<file path="config.mk">
export PLATFORM = sky130hd
export DESIGN_NAME = timer2_auto_reload
export DESIGN_NICKNAME = d
export VERILOG_FILES = /design/src/logic/timer2_pkg.sv /design/src/logic/timer2_tick_if.sv /design/src/logic/timer2_auto_reload.sv /design/src/logic/timer2_prescaler.sv
export VERILOG_INCLUDE_DIRS = /design/src /design/src/logic
export SDC_FILE = /design/constraint.sdc
export NUM_CORES = 1
export LEC_CHECK = 0
export BUFFER_PORTS_ARGS = -buffer_cell sky130_fd_sc_hd__buf_4
export CORE_ASPECT_RATIO = 1.75
export CORE_MARGIN = 2
export CORE_UTILIZATION = 55
export CTS_BUF_LIST = sky130_fd_sc_hd__clkbuf_16
export CTS_CLUSTER_SIZE = 16
export DETAILED_ROUTE_END_ITERATION = 10
export PLACE_DENSITY = 0.8
export SLEW_MARGIN = 20
export SYNTH_ARGS = -nofsm -noshare
export SYNTH_HDL_FRONTEND = slang
export SYNTH_SLANG_ARGS = --single-unit
</file>
<file path="constraint.sdc">
create_clock -name i_clk -period 3.8 [get_ports i_clk]
set_input_delay 0.76 -clock i_clk [delete_from_list [all_inputs] [get_ports i_clk]]
set_output_delay 0.76 -clock i_clk [all_outputs]
set_load 0.01 [all_outputs]
</file>
<file path="src/logic/timer2_consts.svh">
// Offsets, field positions, reset values and counts for the auto-reload timer
`ifndef TIMER2_CONSTS_SVH
`define TIMER2_CONSTS_SVH

// Register byte addresses (AXI4-Lite, one aligned word each)
`define T2_CTRL_ADDR      8'h00
`define T2_CKSEL_ADDR     8'h04
`define T2_CNT_LO_ADDR    8'h08
`define T2_CNT_HI_ADDR    8'h0c
`define T2_RLD_LO_ADDR    8'h10
`define T2_RLD_HI_ADDR    8'h14
`define T2_IRQ_EN_ADDR    8'h18
`define T2_STATUS_ADDR    8'h1c
`define T2_MASK_ADDR      8'h20

// Control register field positions
`define T2_HI_FLAG_BIT    7
`define T2_LO_FLAG_BIT    6
`define T2_LO_IRQ_EN_BIT  5
`define T2_FRAME_BIT      4
`define T2_SPLIT_BIT      3
`define T2_RUN_BIT        2
`define T2_EXT_SEL_BIT    0

// Clock select register field positions
`define T2_HI_SYS_BIT     5
`define T2_LO_SYS_BIT     4

// Timer interrupt enable register field
`define T2_TIMER_IE_BIT   0

// Sticky status / mask field positions
`define T2_ST_HI_BIT      0
`define T2_ST_LO_BIT      1

// Reset values
`define T2_BYTE_RESET     8'h00
`define T2_STATUS_RESET   2'h0

// Clock dividers
`define T2_SYS_DIV        4'hc
`define T2_EXT_DIV        4'h8

// Bus answers
`define T2_RESP_OKAY      2'h0
`define T2_RESP_SLVERR    2'h2

`endif

</file>
<file path="src/logic/timer2_pkg.sv">
// Types shared by the auto-reload timer modules
package timer2_pkg;

  typedef logic [7:0]  byte_t;
  typedef logic [1:0]  status_t;

  typedef enum logic [2:0] {
    SRC_DIV12 = 3'b001,
    SRC_EXT8  = 3'b010,
    SRC_SYS   = 3'b100
  } clk_src_t;

endpackage

</file>
<file path="src/logic/timer2_tick_if.sv">
// Tick strobes passed from the prescaler to the counter logic
`timescale 1ns/100ps
interface timer2_tick_if;
  logic tick_div12;
  logic tick_ext8;

  modport src (output tick_div12, output tick_ext8);
  modport dst (input  tick_div12, input  tick_ext8);
endinterface

</file>
<file path="src/logic/timer2_auto_reload.sv">
// Auto-reload timer with AXI4-Lite register access and interrupts
`timescale 1ns/100ps
`include "timer2_consts.svh"
module timer2_auto_reload #(
  parameter int ADDR_WIDTH = 8
) (
  input  wire logic                  i_clk,
  input  wire logic                  i_rst_b,
  input  wire logic                  i_ext_osc,
  input  wire logic [ADDR_WIDTH-1:0] i_s_axi_awaddr,
  input  wire logic                  i_s_axi_awvalid,
  output      logic                  o_s_axi_awready,
  input  wire logic [31:0]           i_s_axi_wdata,
  input  wire logic [3:0]            i_s_axi_wstrb,
  input  wire logic                  i_s_axi_wvalid,
  output      logic                  o_s_axi_wready,
  output      logic [1:0]            o_s_axi_bresp,
  output      logic                  o_s_axi_bvalid,
  input  wire logic                  i_s_axi_bready,
  input  wire logic [ADDR_WIDTH-1:0] i_s_axi_araddr,
  input  wire logic                  i_s_axi_arvalid,
  output      logic                  o_s_axi_arready,
  output      logic [31:0]           o_s_axi_rdata,
  output      logic [1:0]            o_s_axi_rresp,
  output      logic                  o_s_axi_rvalid,
  input  wire logic                  i_s_axi_rready,
  output      logic                  o_timer_irq,
  output      logic                  o_irq
);
  import timer2_pkg::*;

  if (ADDR_WIDTH < 6 || ADDR_WIDTH > 8) begin : g_bad_width
    $error("ADDR_WIDTH must be 6 to 8");
  end

  ////////////////////////////////////////////////////////////////////////
  // Declarations
  logic [1:0]     rst_sync;
  logic           rst_n;
  timer2_tick_if  tick_bus ();

  byte_t          count_low_byte;
  byte_t          count_high_byte;
  byte_t          reload_low_byte;
  byte_t          reload_high_byte;
  logic           high_overflow_flag;
  logic           low_overflow_flag;
  logic           low_overflow_irq_enable;
  logic           frame_capture_select;
  logic           split_mode_select;
  logic           run_control;
  logic           external_clock_select;
  logic           high_byte_system_clock_select;
  logic           low_byte_system_clock_select;
  logic           timer_irq_enable;
  status_t        irq_status;
  status_t        irq_mask;

  logic [7:0]     aw_addr;
  logic [7:0]     wr_data;
  logic           wr_lane0;
  logic           aw_held;
  logic           w_held;
  logic           do_write;
  logic           do_read;
  logic [7:0]     rd_addr;

  clk_src_t       low_src;
  clk_src_t       high_src;
  logic           low_tick;
  logic           high_tick;
  logic           low_step;
  logic           high_step;
  logic           low_wrap;
  logic           high_wrap;
  logic           full_wrap;
  logic           set_high_flag;
  logic           set_low_flag;

  ////////////////////////////////////////////////////////////////////////
  // Reset release through two flops
  always_ff @(posedge i_clk or negedge i_rst_b) begin
    if (!i_rst_b) begin
      rst_sync <= 2'h0;
    end else begin
      rst_sync <= {rst_sync[0], 1'b1};
    end
  end
  assign rst_n = rst_sync[1];

  timer2_prescaler u_prescaler (
    .i_clk     (i_clk),
    .i_rst_n   (rst_n),
    .i_ext_osc (i_ext_osc),
    .tick      (tick_bus.src)
  );

  ////////////////////////////////////////////////////////////////////////
  // Clock source per byte; in 16-bit mode the low-byte select drives both
  assign low_src   = low_byte_system_clock_select ? SRC_SYS
                     : external_clock_select ? SRC_EXT8
                     : SRC_DIV12;
  assign high_src  = high_byte_system_clock_select ? SRC_SYS
                     : external_clock_select ? SRC_EXT8
                     : SRC_DIV12;
  assign low_tick  = (low_src == SRC_SYS) ||
                     (low_src == SRC_EXT8 && tick_bus.tick_ext8) ||
                     (low_src == SRC_DIV12 && tick_bus.tick_div12);
  assign high_tick = (high_src == SRC_SYS) ||
                     (high_src == SRC_EXT8 && tick_bus.tick_ext8) ||
                     (high_src == SRC_DIV12 && tick_bus.tick_div12);

  ////////////////////////////////////////////////////////////////////////
  // Counting steps and wraps
  always_comb begin
    if (split_mode_select) begin
      low_step  = low_tick;
      high_step = run_control && high_tick;
    end else begin
      low_step  = run_control && low_tick;
      high_step = low_step && (count_low_byte == 8'hff);
    end
  end

  assign low_wrap  = low_step && (count_low_byte == 8'hff);
  assign high_wrap = high_step && (count_high_byte == 8'hff);
  assign full_wrap = !split_mode_select && low_wrap &&
                     (count_high_byte == 8'hff);
  assign set_high_flag = split_mode_select ? high_wrap
                                           : full_wrap;
  assign set_low_flag  = low_wrap;

  ////////////////////////////////////////////////////////////////////////
  // Bus write channel: address and data taken in either order
  assign do_write = aw_held && w_held && !o_s_axi_bvalid;

  always_ff @(posedge i_clk or negedge rst_n) begin
    if (!rst_n) begin
      aw_held         <= 1'b0;
      w_held          <= 1'b0;
      aw_addr         <= 8'h00;
      wr_data         <= 8'h00;
      wr_lane0        <= 1'b0;
      o_s_axi_awready <= 1'b1;
      o_s_axi_wready  <= 1'b1;
      o_s_axi_bvalid  <= 1'b0;
      o_s_axi_bresp   <= `T2_RESP_OKAY;
    end else begin
      if (i_s_axi_awvalid && o_s_axi_awready) begin
        aw_held         <= 1'b1;
        aw_addr         <= 8'(i_s_axi_awaddr);
        o_s_axi_awready <= 1'b0;
      end
      if (i_s_axi_wvalid && o_s_axi_wready) begin
        w_held         <= 1'b1;
        wr_data        <= i_s_axi_wdata[7:0];
        wr_lane0       <= i_s_axi_wstrb[0];
        o_s_axi_wready <= 1'b0;
      end
      if (do_write) begin
        o_s_axi_bvalid <= 1'b1;
        o_s_axi_bresp  <= (aw_addr > `T2_MASK_ADDR || aw_addr[1:0] != 2'h0)
                          ? `T2_RESP_SLVERR : `T2_RESP_OKAY;
      end
      if (o_s_axi_bvalid && i_s_axi_bready) begin
        o_s_axi_bvalid  <= 1'b0;
        aw_held         <= 1'b0;
        w_held          <= 1'b0;
        o_s_axi_awready <= 1'b1;
        o_s_axi_wready  <= 1'b1;
      end
    end
  end

  ////////////////////////////////////////////////////////////////////////
  // Configuration registers
  always_ff @(posedge i_clk or negedge rst_n) begin
    if (!rst_n) begin
      low_overflow_irq_enable <= 1'b0;
      frame_capture_select    <= 1'b0;
      split_mode_select       <= 1'b0;
      run_control             <= 1'b0;
      external_clock_select   <= 1'b0;
      high_byte_system_clock_select <= 1'b0;
      low_byte_system_clock_select  <= 1'b0;
      timer_irq_enable        <= 1'b0;
      reload_low_byte         <= `T2_BYTE_RESET;
      reload_high_byte        <= `T2_BYTE_RESET;
      irq_mask                <= `T2_STATUS_RESET;
    end else if (do_write && wr_lane0) begin
      if (aw_addr == `T2_CTRL_ADDR) begin
        low_overflow_irq_enable <= wr_data[`T2_LO_IRQ_EN_BIT];
        frame_capture_select    <= wr_data[`T2_FRAME_BIT];
        split_mode_select       <= wr_data[`T2_SPLIT_BIT];
        run_control             <= wr_data[`T2_RUN_BIT];
        external_clock_select   <= wr_data[`T2_EXT_SEL_BIT];
      end else if (aw_addr == `T2_CKSEL_ADDR) begin
        high_byte_system_clock_select <= wr_data[`T2_HI_SYS_BIT];
        low_byte_system_clock_select  <= wr_data[`T2_LO_SYS_BIT];
      end else if (aw_addr == `T2_RLD_LO_ADDR) begin
        reload_low_byte <= wr_data;
      end else if (aw_addr == `T2_RLD_HI_ADDR) begin
        reload_high_byte <= wr_data;
      end else if (aw_addr == `T2_IRQ_EN_ADDR) begin
        timer_irq_enable <= wr_data[`T2_TIMER_IE_BIT];
      end else if (aw_addr == `T2_MASK_ADDR) begin
        irq_mask <= wr_data[1:0];
      end
    end
  end

  ////////////////////////////////////////////////////////////////////////
  // Counter bytes; a software write to a byte wins over its step
  // Frame capture mode is not served: bytes then wrap to zero
  always_ff @(posedge i_clk or negedge rst_n) begin
    if (!rst_n) begin
      count_low_byte <= `T2_BYTE_RESET;
    end else if (do_write && wr_lane0 && aw_addr == `T2_CNT_LO_ADDR) begin
      count_low_byte <= wr_data;
    end else if (low_wrap) begin
      if (frame_capture_select) begin
        count_low_byte <= 8'h00;
      end else if (split_mode_select || full_wrap) begin
        count_low_byte <= reload_low_byte;
      end else begin
        count_low_byte <= 8'h00;
      end
    end else if (low_step) begin
      count_low_byte <= count_low_byte + 8'h01;
    end
  end

  always_ff @(posedge i_clk or negedge rst_n) begin
    if (!rst_n) begin
      count_high_byte <= `T2_BYTE_RESET;
    end else if (do_write && wr_lane0 && aw_addr == `T2_CNT_HI_ADDR) begin
      count_high_byte <= wr_data;
    end else if (high_wrap) begin
      count_high_byte <= frame_capture_select ? 8'h00
                         : reload_high_byte;
    end else if (high_step) begin
      count_high_byte <= count_high_byte + 8'h01;
    end
  end

  ////////////////////////////////////////////////////////////////////////
  // Overflow flags: hardware set beats a software clear
  always_ff @(posedge i_clk or negedge rst_n) begin
    if (!rst_n) begin
      high_overflow_flag <= 1'b0;
      low_overflow_flag  <= 1'b0;
    end else begin
      if (set_high_flag) begin
        high_overflow_flag <= 1'b1;
      end else if (do_write && wr_lane0 && aw_addr == `T2_CTRL_ADDR) begin
        high_overflow_flag <= wr_data[`T2_HI_FLAG_BIT];
      end
      if (set_low_flag) begin
        low_overflow_flag <= 1'b1;
      end else if (do_write && wr_lane0 && aw_addr == `T2_CTRL_ADDR) begin
        low_overflow_flag <= wr_data[`T2_LO_FLAG_BIT];
      end
    end
  end

  ////////////////////////////////////////////////////////////////////////
  // CPU interrupt request follows the high flag, and the low flag only while its own enable is set, under the timer enable
  always_ff @(posedge i_clk or negedge rst_n) begin
    if (!rst_n) begin
      o_timer_irq <= 1'b0;
    end else begin
      o_timer_irq <= timer_irq_enable &&
                     (high_overflow_flag ||
                      (low_overflow_irq_enable &&
                       low_overflow_flag));
    end
  end

  ////////////////////////////////////////////////////////////////////////
  // Bus read channel
  assign do_read = i_s_axi_arvalid && o_s_axi_arready;
  assign rd_addr = 8'(i_s_axi_araddr);

  always_ff @(posedge i_clk or negedge rst_n) begin
    if (!rst_n) begin
      o_s_axi_arready <= 1'b1;
      o_s_axi_rvalid  <= 1'b0;
      o_s_axi_rdata   <= 32'h0000_0000;
      o_s_axi_rresp   <= `T2_RESP_OKAY;
    end else if (do_read) begin
      o_s_axi_arready <= 1'b0;
      o_s_axi_rvalid  <= 1'b1;
      o_s_axi_rresp   <= `T2_RESP_OKAY;
      o_s_axi_rdata   <= 32'h0000_0000;
      if (rd_addr == `T2_CTRL_ADDR) begin
        o_s_axi_rdata[7:0] <= {high_overflow_flag, low_overflow_flag,
                               low_overflow_irq_enable,
                               frame_capture_select, split_mode_select,
                               run_control, 1'b0,
                               external_clock_select};
      end else if (rd_addr == `T2_CKSEL_ADDR) begin
        o_s_axi_rdata[`T2_HI_SYS_BIT] <= high_byte_system_clock_select;
        o_s_axi_rdata[`T2_LO_SYS_BIT] <= low_byte_system_clock_select;
      end else if (rd_addr == `T2_CNT_LO_ADDR) begin
        o_s_axi_rdata[7:0] <= count_low_byte;
      end else if (rd_addr == `T2_CNT_HI_ADDR) begin
        o_s_axi_rdata[7:0] <= count_high_byte;
      end else if (rd_addr == `T2_RLD_LO_ADDR) begin
        o_s_axi_rdata[7:0] <= reload_low_byte;
      end else if (rd_addr == `T2_RLD_HI_ADDR) begin
        o_s_axi_rdata[7:0] <= reload_high_byte;
      end else if (rd_addr == `T2_IRQ_EN_ADDR) begin
        o_s_axi_rdata[`T2_TIMER_IE_BIT] <= timer_irq_enable;
      end else if (rd_addr == `T2_STATUS_ADDR) begin
        o_s_axi_rdata[1:0] <= irq_status;
      end else if (rd_addr == `T2_MASK_ADDR) begin
        o_s_axi_rdata[1:0] <= irq_mask;
      end else begin
        o_s_axi_rresp <= `T2_RESP_SLVERR;
      end
    end else if (o_s_axi_rvalid && i_s_axi_rready) begin
      o_s_axi_rvalid  <= 1'b0;
      o_s_axi_arready <= 1'b1;
    end
  end

  ////////////////////////////////////////////////////////////////////////
  // Sticky status, cleared by read; a new event in that cycle survives
  always_ff @(posedge i_clk or negedge rst_n) begin
    if (!rst_n) begin
      irq_status <= `T2_STATUS_RESET;
    end else begin
      irq_status <= ((do_read && rd_addr == `T2_STATUS_ADDR)
                     ? `T2_STATUS_RESET : irq_status)
                    | {set_low_flag, set_high_flag};
    end
  end

  always_ff @(posedge i_clk or negedge rst_n) begin
    if (!rst_n) begin
      o_irq <= 1'b0;
    end else begin
      o_irq <= |(irq_status & irq_mask);
    end
  end
endmodule // timer2_auto_reload

</file>
<file path="src/logic/timer2_prescaler.sv">
// System clock /12 and synchronised external oscillator /8 tick strobes
`timescale 1ns/100ps
`include "timer2_consts.svh"
module timer2_prescaler (
  input  wire logic i_clk,
  input  wire logic i_rst_n,
  input  wire logic i_ext_osc,
  timer2_tick_if.src tick
);
  import timer2_pkg::*;

  logic [3:0] sys_count;
  logic [2:0] ext_sync;
  logic [3:0] ext_count;

  ////////////////////////////////////////////////////////////////////////
  // Divide system clock by 12
  always_ff @(posedge i_clk or negedge i_rst_n) begin
    if (!i_rst_n) begin
      sys_count       <= 4'h0;
      tick.tick_div12 <= 1'b0;
    end else if (sys_count == `T2_SYS_DIV - 4'h1) begin
      sys_count       <= 4'h0;
      tick.tick_div12 <= 1'b1;
    end else begin
      sys_count       <= sys_count + 4'h1;
      tick.tick_div12 <= 1'b0;
    end
  end

  ////////////////////////////////////////////////////////////////////////
  // Two flops before use; the third stage only feeds edge detection
  always_ff @(posedge i_clk or negedge i_rst_n) begin
    if (!i_rst_n) begin
      ext_sync <= 3'h0;
    end else begin
      ext_sync <= {ext_sync[1:0], i_ext_osc};
    end
  end

  // Oscillator must stay below half the system clock or edges are lost
  always_ff @(posedge i_clk or negedge i_rst_n) begin
    if (!i_rst_n) begin
      ext_count      <= 4'h0;
      tick.tick_ext8 <= 1'b0;
    end else if (ext_sync[1] && !ext_sync[2]) begin
      if (ext_count == `T2_EXT_DIV - 4'h1) begin
        ext_count      <= 4'h0;
        tick.tick_ext8 <= 1'b1;
      end else begin
        ext_count      <= ext_count + 4'h1;
        tick.tick_ext8 <= 1'b0;
      end
    end else begin
      tick.tick_ext8 <= 1'b0;
    end
  end
endmodule // timer2_prescaler

</file>
==> impl_metrics.json <==
{
  "run_status": "finished, final reports clean",
  "timing.fmax_mhz": 426,
  "peakVddDrop_mv": 0.393,
  "fp.dieArea_mm2": 0.0101,
  "drive_gt1_frac": 0.271,
  "io_pins": 103,
  "synth_cell_types": 70,
  "synth_top_flop_cell": "dfrtp_1",
  "crit_slowest_cell": "dfrtp_1",
  "diodes": 0,
  "p_leak_nw": 2.56,
  "drc_errors": 0,
  "cts_sinks": 97,
  "finalSetupViolCount": 0,
  "die_w_um": 76.9,
  "critical_path_arrival_ps": 2580,
  "gp_congestion": 0.942,
  "async_flop_share": 1.00,
  "grt_usage": 0.243,
  "critPathKind": "register to register",
  "final_hold_viol_count": 0,
  "root_buffer": "clkbuf_16",
  "grt_overflow_total": 0,
  "grt_pass1_wl_um": 19200,
  "grt_pass1_vias": 3892,
  "path_clk_slew_ps": 70,
  "ys_warn_count": 0,
  "finalNonFillerCells": 633,
  "postCtsSetupBuffers": 0,
  "dr.pass1.iters": 4,
  "ctsHoldBuffers": 0,
  "vias": 3765,
  "first_iter_violations": 228,
  "grt_max_degree": 66,
  "clock_skew_ps": 7.56,
  "cts_max_level": 3,
  "dp.cells": 617,
  "numCtsBuffers": 9,
  "area_growth_pct": 11.4,
  "wl_per_cell_um": 18.3,
  "ys_seq_elements": 97,
  "cp_data_required_time_ps": 4030,
  "ys_seq_area_frac": 0.475,
  "setup_tns_ps": 0,
  "synth_cells": 465,
  "crit_path_max_fanout": 9,
  "initial_core_util": 0.566,
  "synth_edf_count": 0,
  "grt_antenna_before_repair": 0,
  "finalCritPeriodShare": 0.618,
  "fin_util": 0.631,
  "std_cell_rows": 46,
  "drv_slew": 0,
  "dp_hpwl_um": 8770,
  "crit_path_start_kind": "register",
  "cp-end-kind": "register",
  "fp.coreArea_mm2": 0.00904,
  "viasPerCell": 5.95,
  "wirelength_um": 11600,
  "layout_setup_ws_ps": 1450,
  "path_cells": "ha_1, and3_1, a21oi_2, or2_1, mux2_4, mux2_2",
  "power.total_mw": 3.14,
  "power_density_mw_per_mm2": 551,
  "worst_slew_pin_slew_ps": 837,
  "synth_area_per_cell_um2": 11.0,
  "dieHeight_um": 132,
  "cts_buffer_depth": 2,
  "nets": 572,
  "io_buffers": 49,
  "cts_tree": "done",
  "ctsResizeCount": 0,
  "clock_latency_ps": 340,
  "drv_cap": 0,
  "grt_setup_unrepaired": "no",
  "min_path_type": "input port to async pin",
  "slew_headroom": 0.442,
  "finalCriticalPeriod_ps": 2350,
  "place_ws_ps": 1420,
  "cpPeakStageDelay_ps": 450,
  "netlist_area_mm2": 0.00511,
  "ant_nets": 0
}
[path summary, 6_finish.rpt]
path,from,endpoint,slack [ps],cells past startpoint
worst max-delay path,count_low_byte[0],count_high_byte[3],1450,6
worst min-delay path,i_rst_b,rst_sync[1],180,1
worst max register to register,count_low_byte[0],count_high_byte[3],1450,6
worst min register to register,u_prescaler.ext_sync[0],u_prescaler.ext_sync[1],360,0
max in group asynchronous,rst_sync[1],run_control,2420,1
min in group i_clk,u_prescaler.ext_sync[0],u_prescaler.ext_sync[1],360,0
[metrics by stage]
step / cell area (um2) / hold slack, ps
floorplan: 5210 / 331
global placement: 5410 / 338
detailed placement: 5410 / 354
CTS: 5700 / 177
global route: 5700 / 171
finish: 5700 / 180
[critical path: cells and delay by family, from the launching register on]
kind | cells | cell delay (ps)
AOI/OAI and AO/OA | 1 | 360
muxes | 2 | 600
and+or+nand+nor | 2 | 560
DFF | 1 | 450
adders and majority gates | 1 | 280
[layer usage]
metal,global-route usage,part of all wire,vias to the layer above
met5,0,0,-
met4,0.170,0.049,0
met3,0.0371,0.043,40
met2,0.439,0.56,126
met1,0.252,0.35,1845
li1,-,-,1754
[cells in the mapped netlist, drive strengths merged (2+ instances only)]
| cell type | number | area share |
|---|---|---|
| xor2 | 2 | 0.0034 |
| conb | 2 | 0.0015 |
| a221oi | 2 | 0.0034 |
| o21ai | 30 | 0.030 |
| a32oi | 3 | 0.0051 |
| a21oi | 17 | 0.017 |
| o41ai | 2 | 0.0034 |
| a2bb2oi | 2 | 0.0034 |
| xnor2 | 3 | 0.0051 |
| o31ai | 5 | 0.0073 |
| and3 | 4 | 0.0049 |
| nor2 | 23 | 0.017 |
| a31oi | 4 | 0.0049 |
| and3b | 2 | 0.0034 |
| a21o | 6 | 0.0088 |
| dfstp | 3 | 0.015 |
| nor3 | 10 | 0.0098 |
| o22ai | 3 | 0.0037 |
| nor3b | 3 | 0.0044 |
| ha | 4 | 0.0098 |
| or4 | 4 | 0.0066 |
| dfrtp | 94 | 0.46 |
| buf | 34 | 0.051 |
| nand4 | 4 | 0.0049 |
| nand2 | 47 | 0.036 |
| nand3 | 10 | 0.0098 |
| or3 | 3 | 0.0046 |
| nor2b | 3 | 0.0037 |
| clkbuf | 9 | 0.013 |
| nand2b | 3 | 0.0037 |
| and4 | 4 | 0.0068 |
| nor4b | 5 | 0.011 |
| a2111oi | 3 | 0.0088 |
| a211oi | 4 | 0.0059 |
| nor4 | 5 | 0.0091 |
| mux2i | 16 | 0.031 |
| a41oi | 3 | 0.0051 |
| mux2 | 58 | 0.13 |
| inv | 9 | 0.0066 |
[area by class of cell]
type	count	area [um2]
clock buffers	9	225
clock inverters	7	63.8
fillers	731	3340
inverters	9	33.8
multi-input cells	341	2420
flip-flops and latches	97	2430
well taps	120	150
repair buffers	50	375
[cells in the final DEF, fill, tap and decap left out, types with 5 or more instances in the layout]
cell,Yosys,final
nand3_1,10,10
mux2_2,57,57
mux2i_1,16,16
clkbuf_16,0,9
nor2_1,23,23
buf_4,29,50
nor3_1,10,10
o31ai_1,5,5
o21ai_0,25,25
dfrtp_1,94,93
nand2_1,44,44
a21o_1,6,6
inv_1,9,10
a21oi_1,16,16
conb_1,2,27
[power breakdown]
| part | leakage [nW] | internal (mW) | switching (mW) | total, mW |
|---|---|---|---|---|
| sequential | 1.20 | 1.27 | 0.326 | 1.59 |
| clock | 0.142 | 0.504 | 0.374 | 0.878 |
| combinational | 1.21 | 0.354 | 0.320 | 0.674 |
[state kept, by name, indices dropped and copies added, names as in the netlist, 2 cells and up]
signal	count
irq_mask	2
u_prescaler.sys_count	4
u_prescaler.ext_count	4
count_low_byte	8
count_high_byte	8
rst_sync	2
o_s_axi_rdata	8
reload_high_byte	8
wr_data	8
u_prescaler.ext_sync	3
irq_status	2
aw_addr	8
reload_low_byte	8
[cells by family (layout without fill, tap and decap cells)]
group	Yosys count	after routing	synth area share
XOR/XNOR	5	5	0.00856
AO/OA/AOI/OAI	97	97	0.130
flip-flops	97	97	0.475
other	2	27	0.00147
AND/OR/NAND/NOR	133	133	0.140
buffers and inverters	52	75	0.0704
adder cells (fa/ha/maj)	4	4	0.00979
multiplexers	75	75	0.164
(Power assumes the default switching activity.)
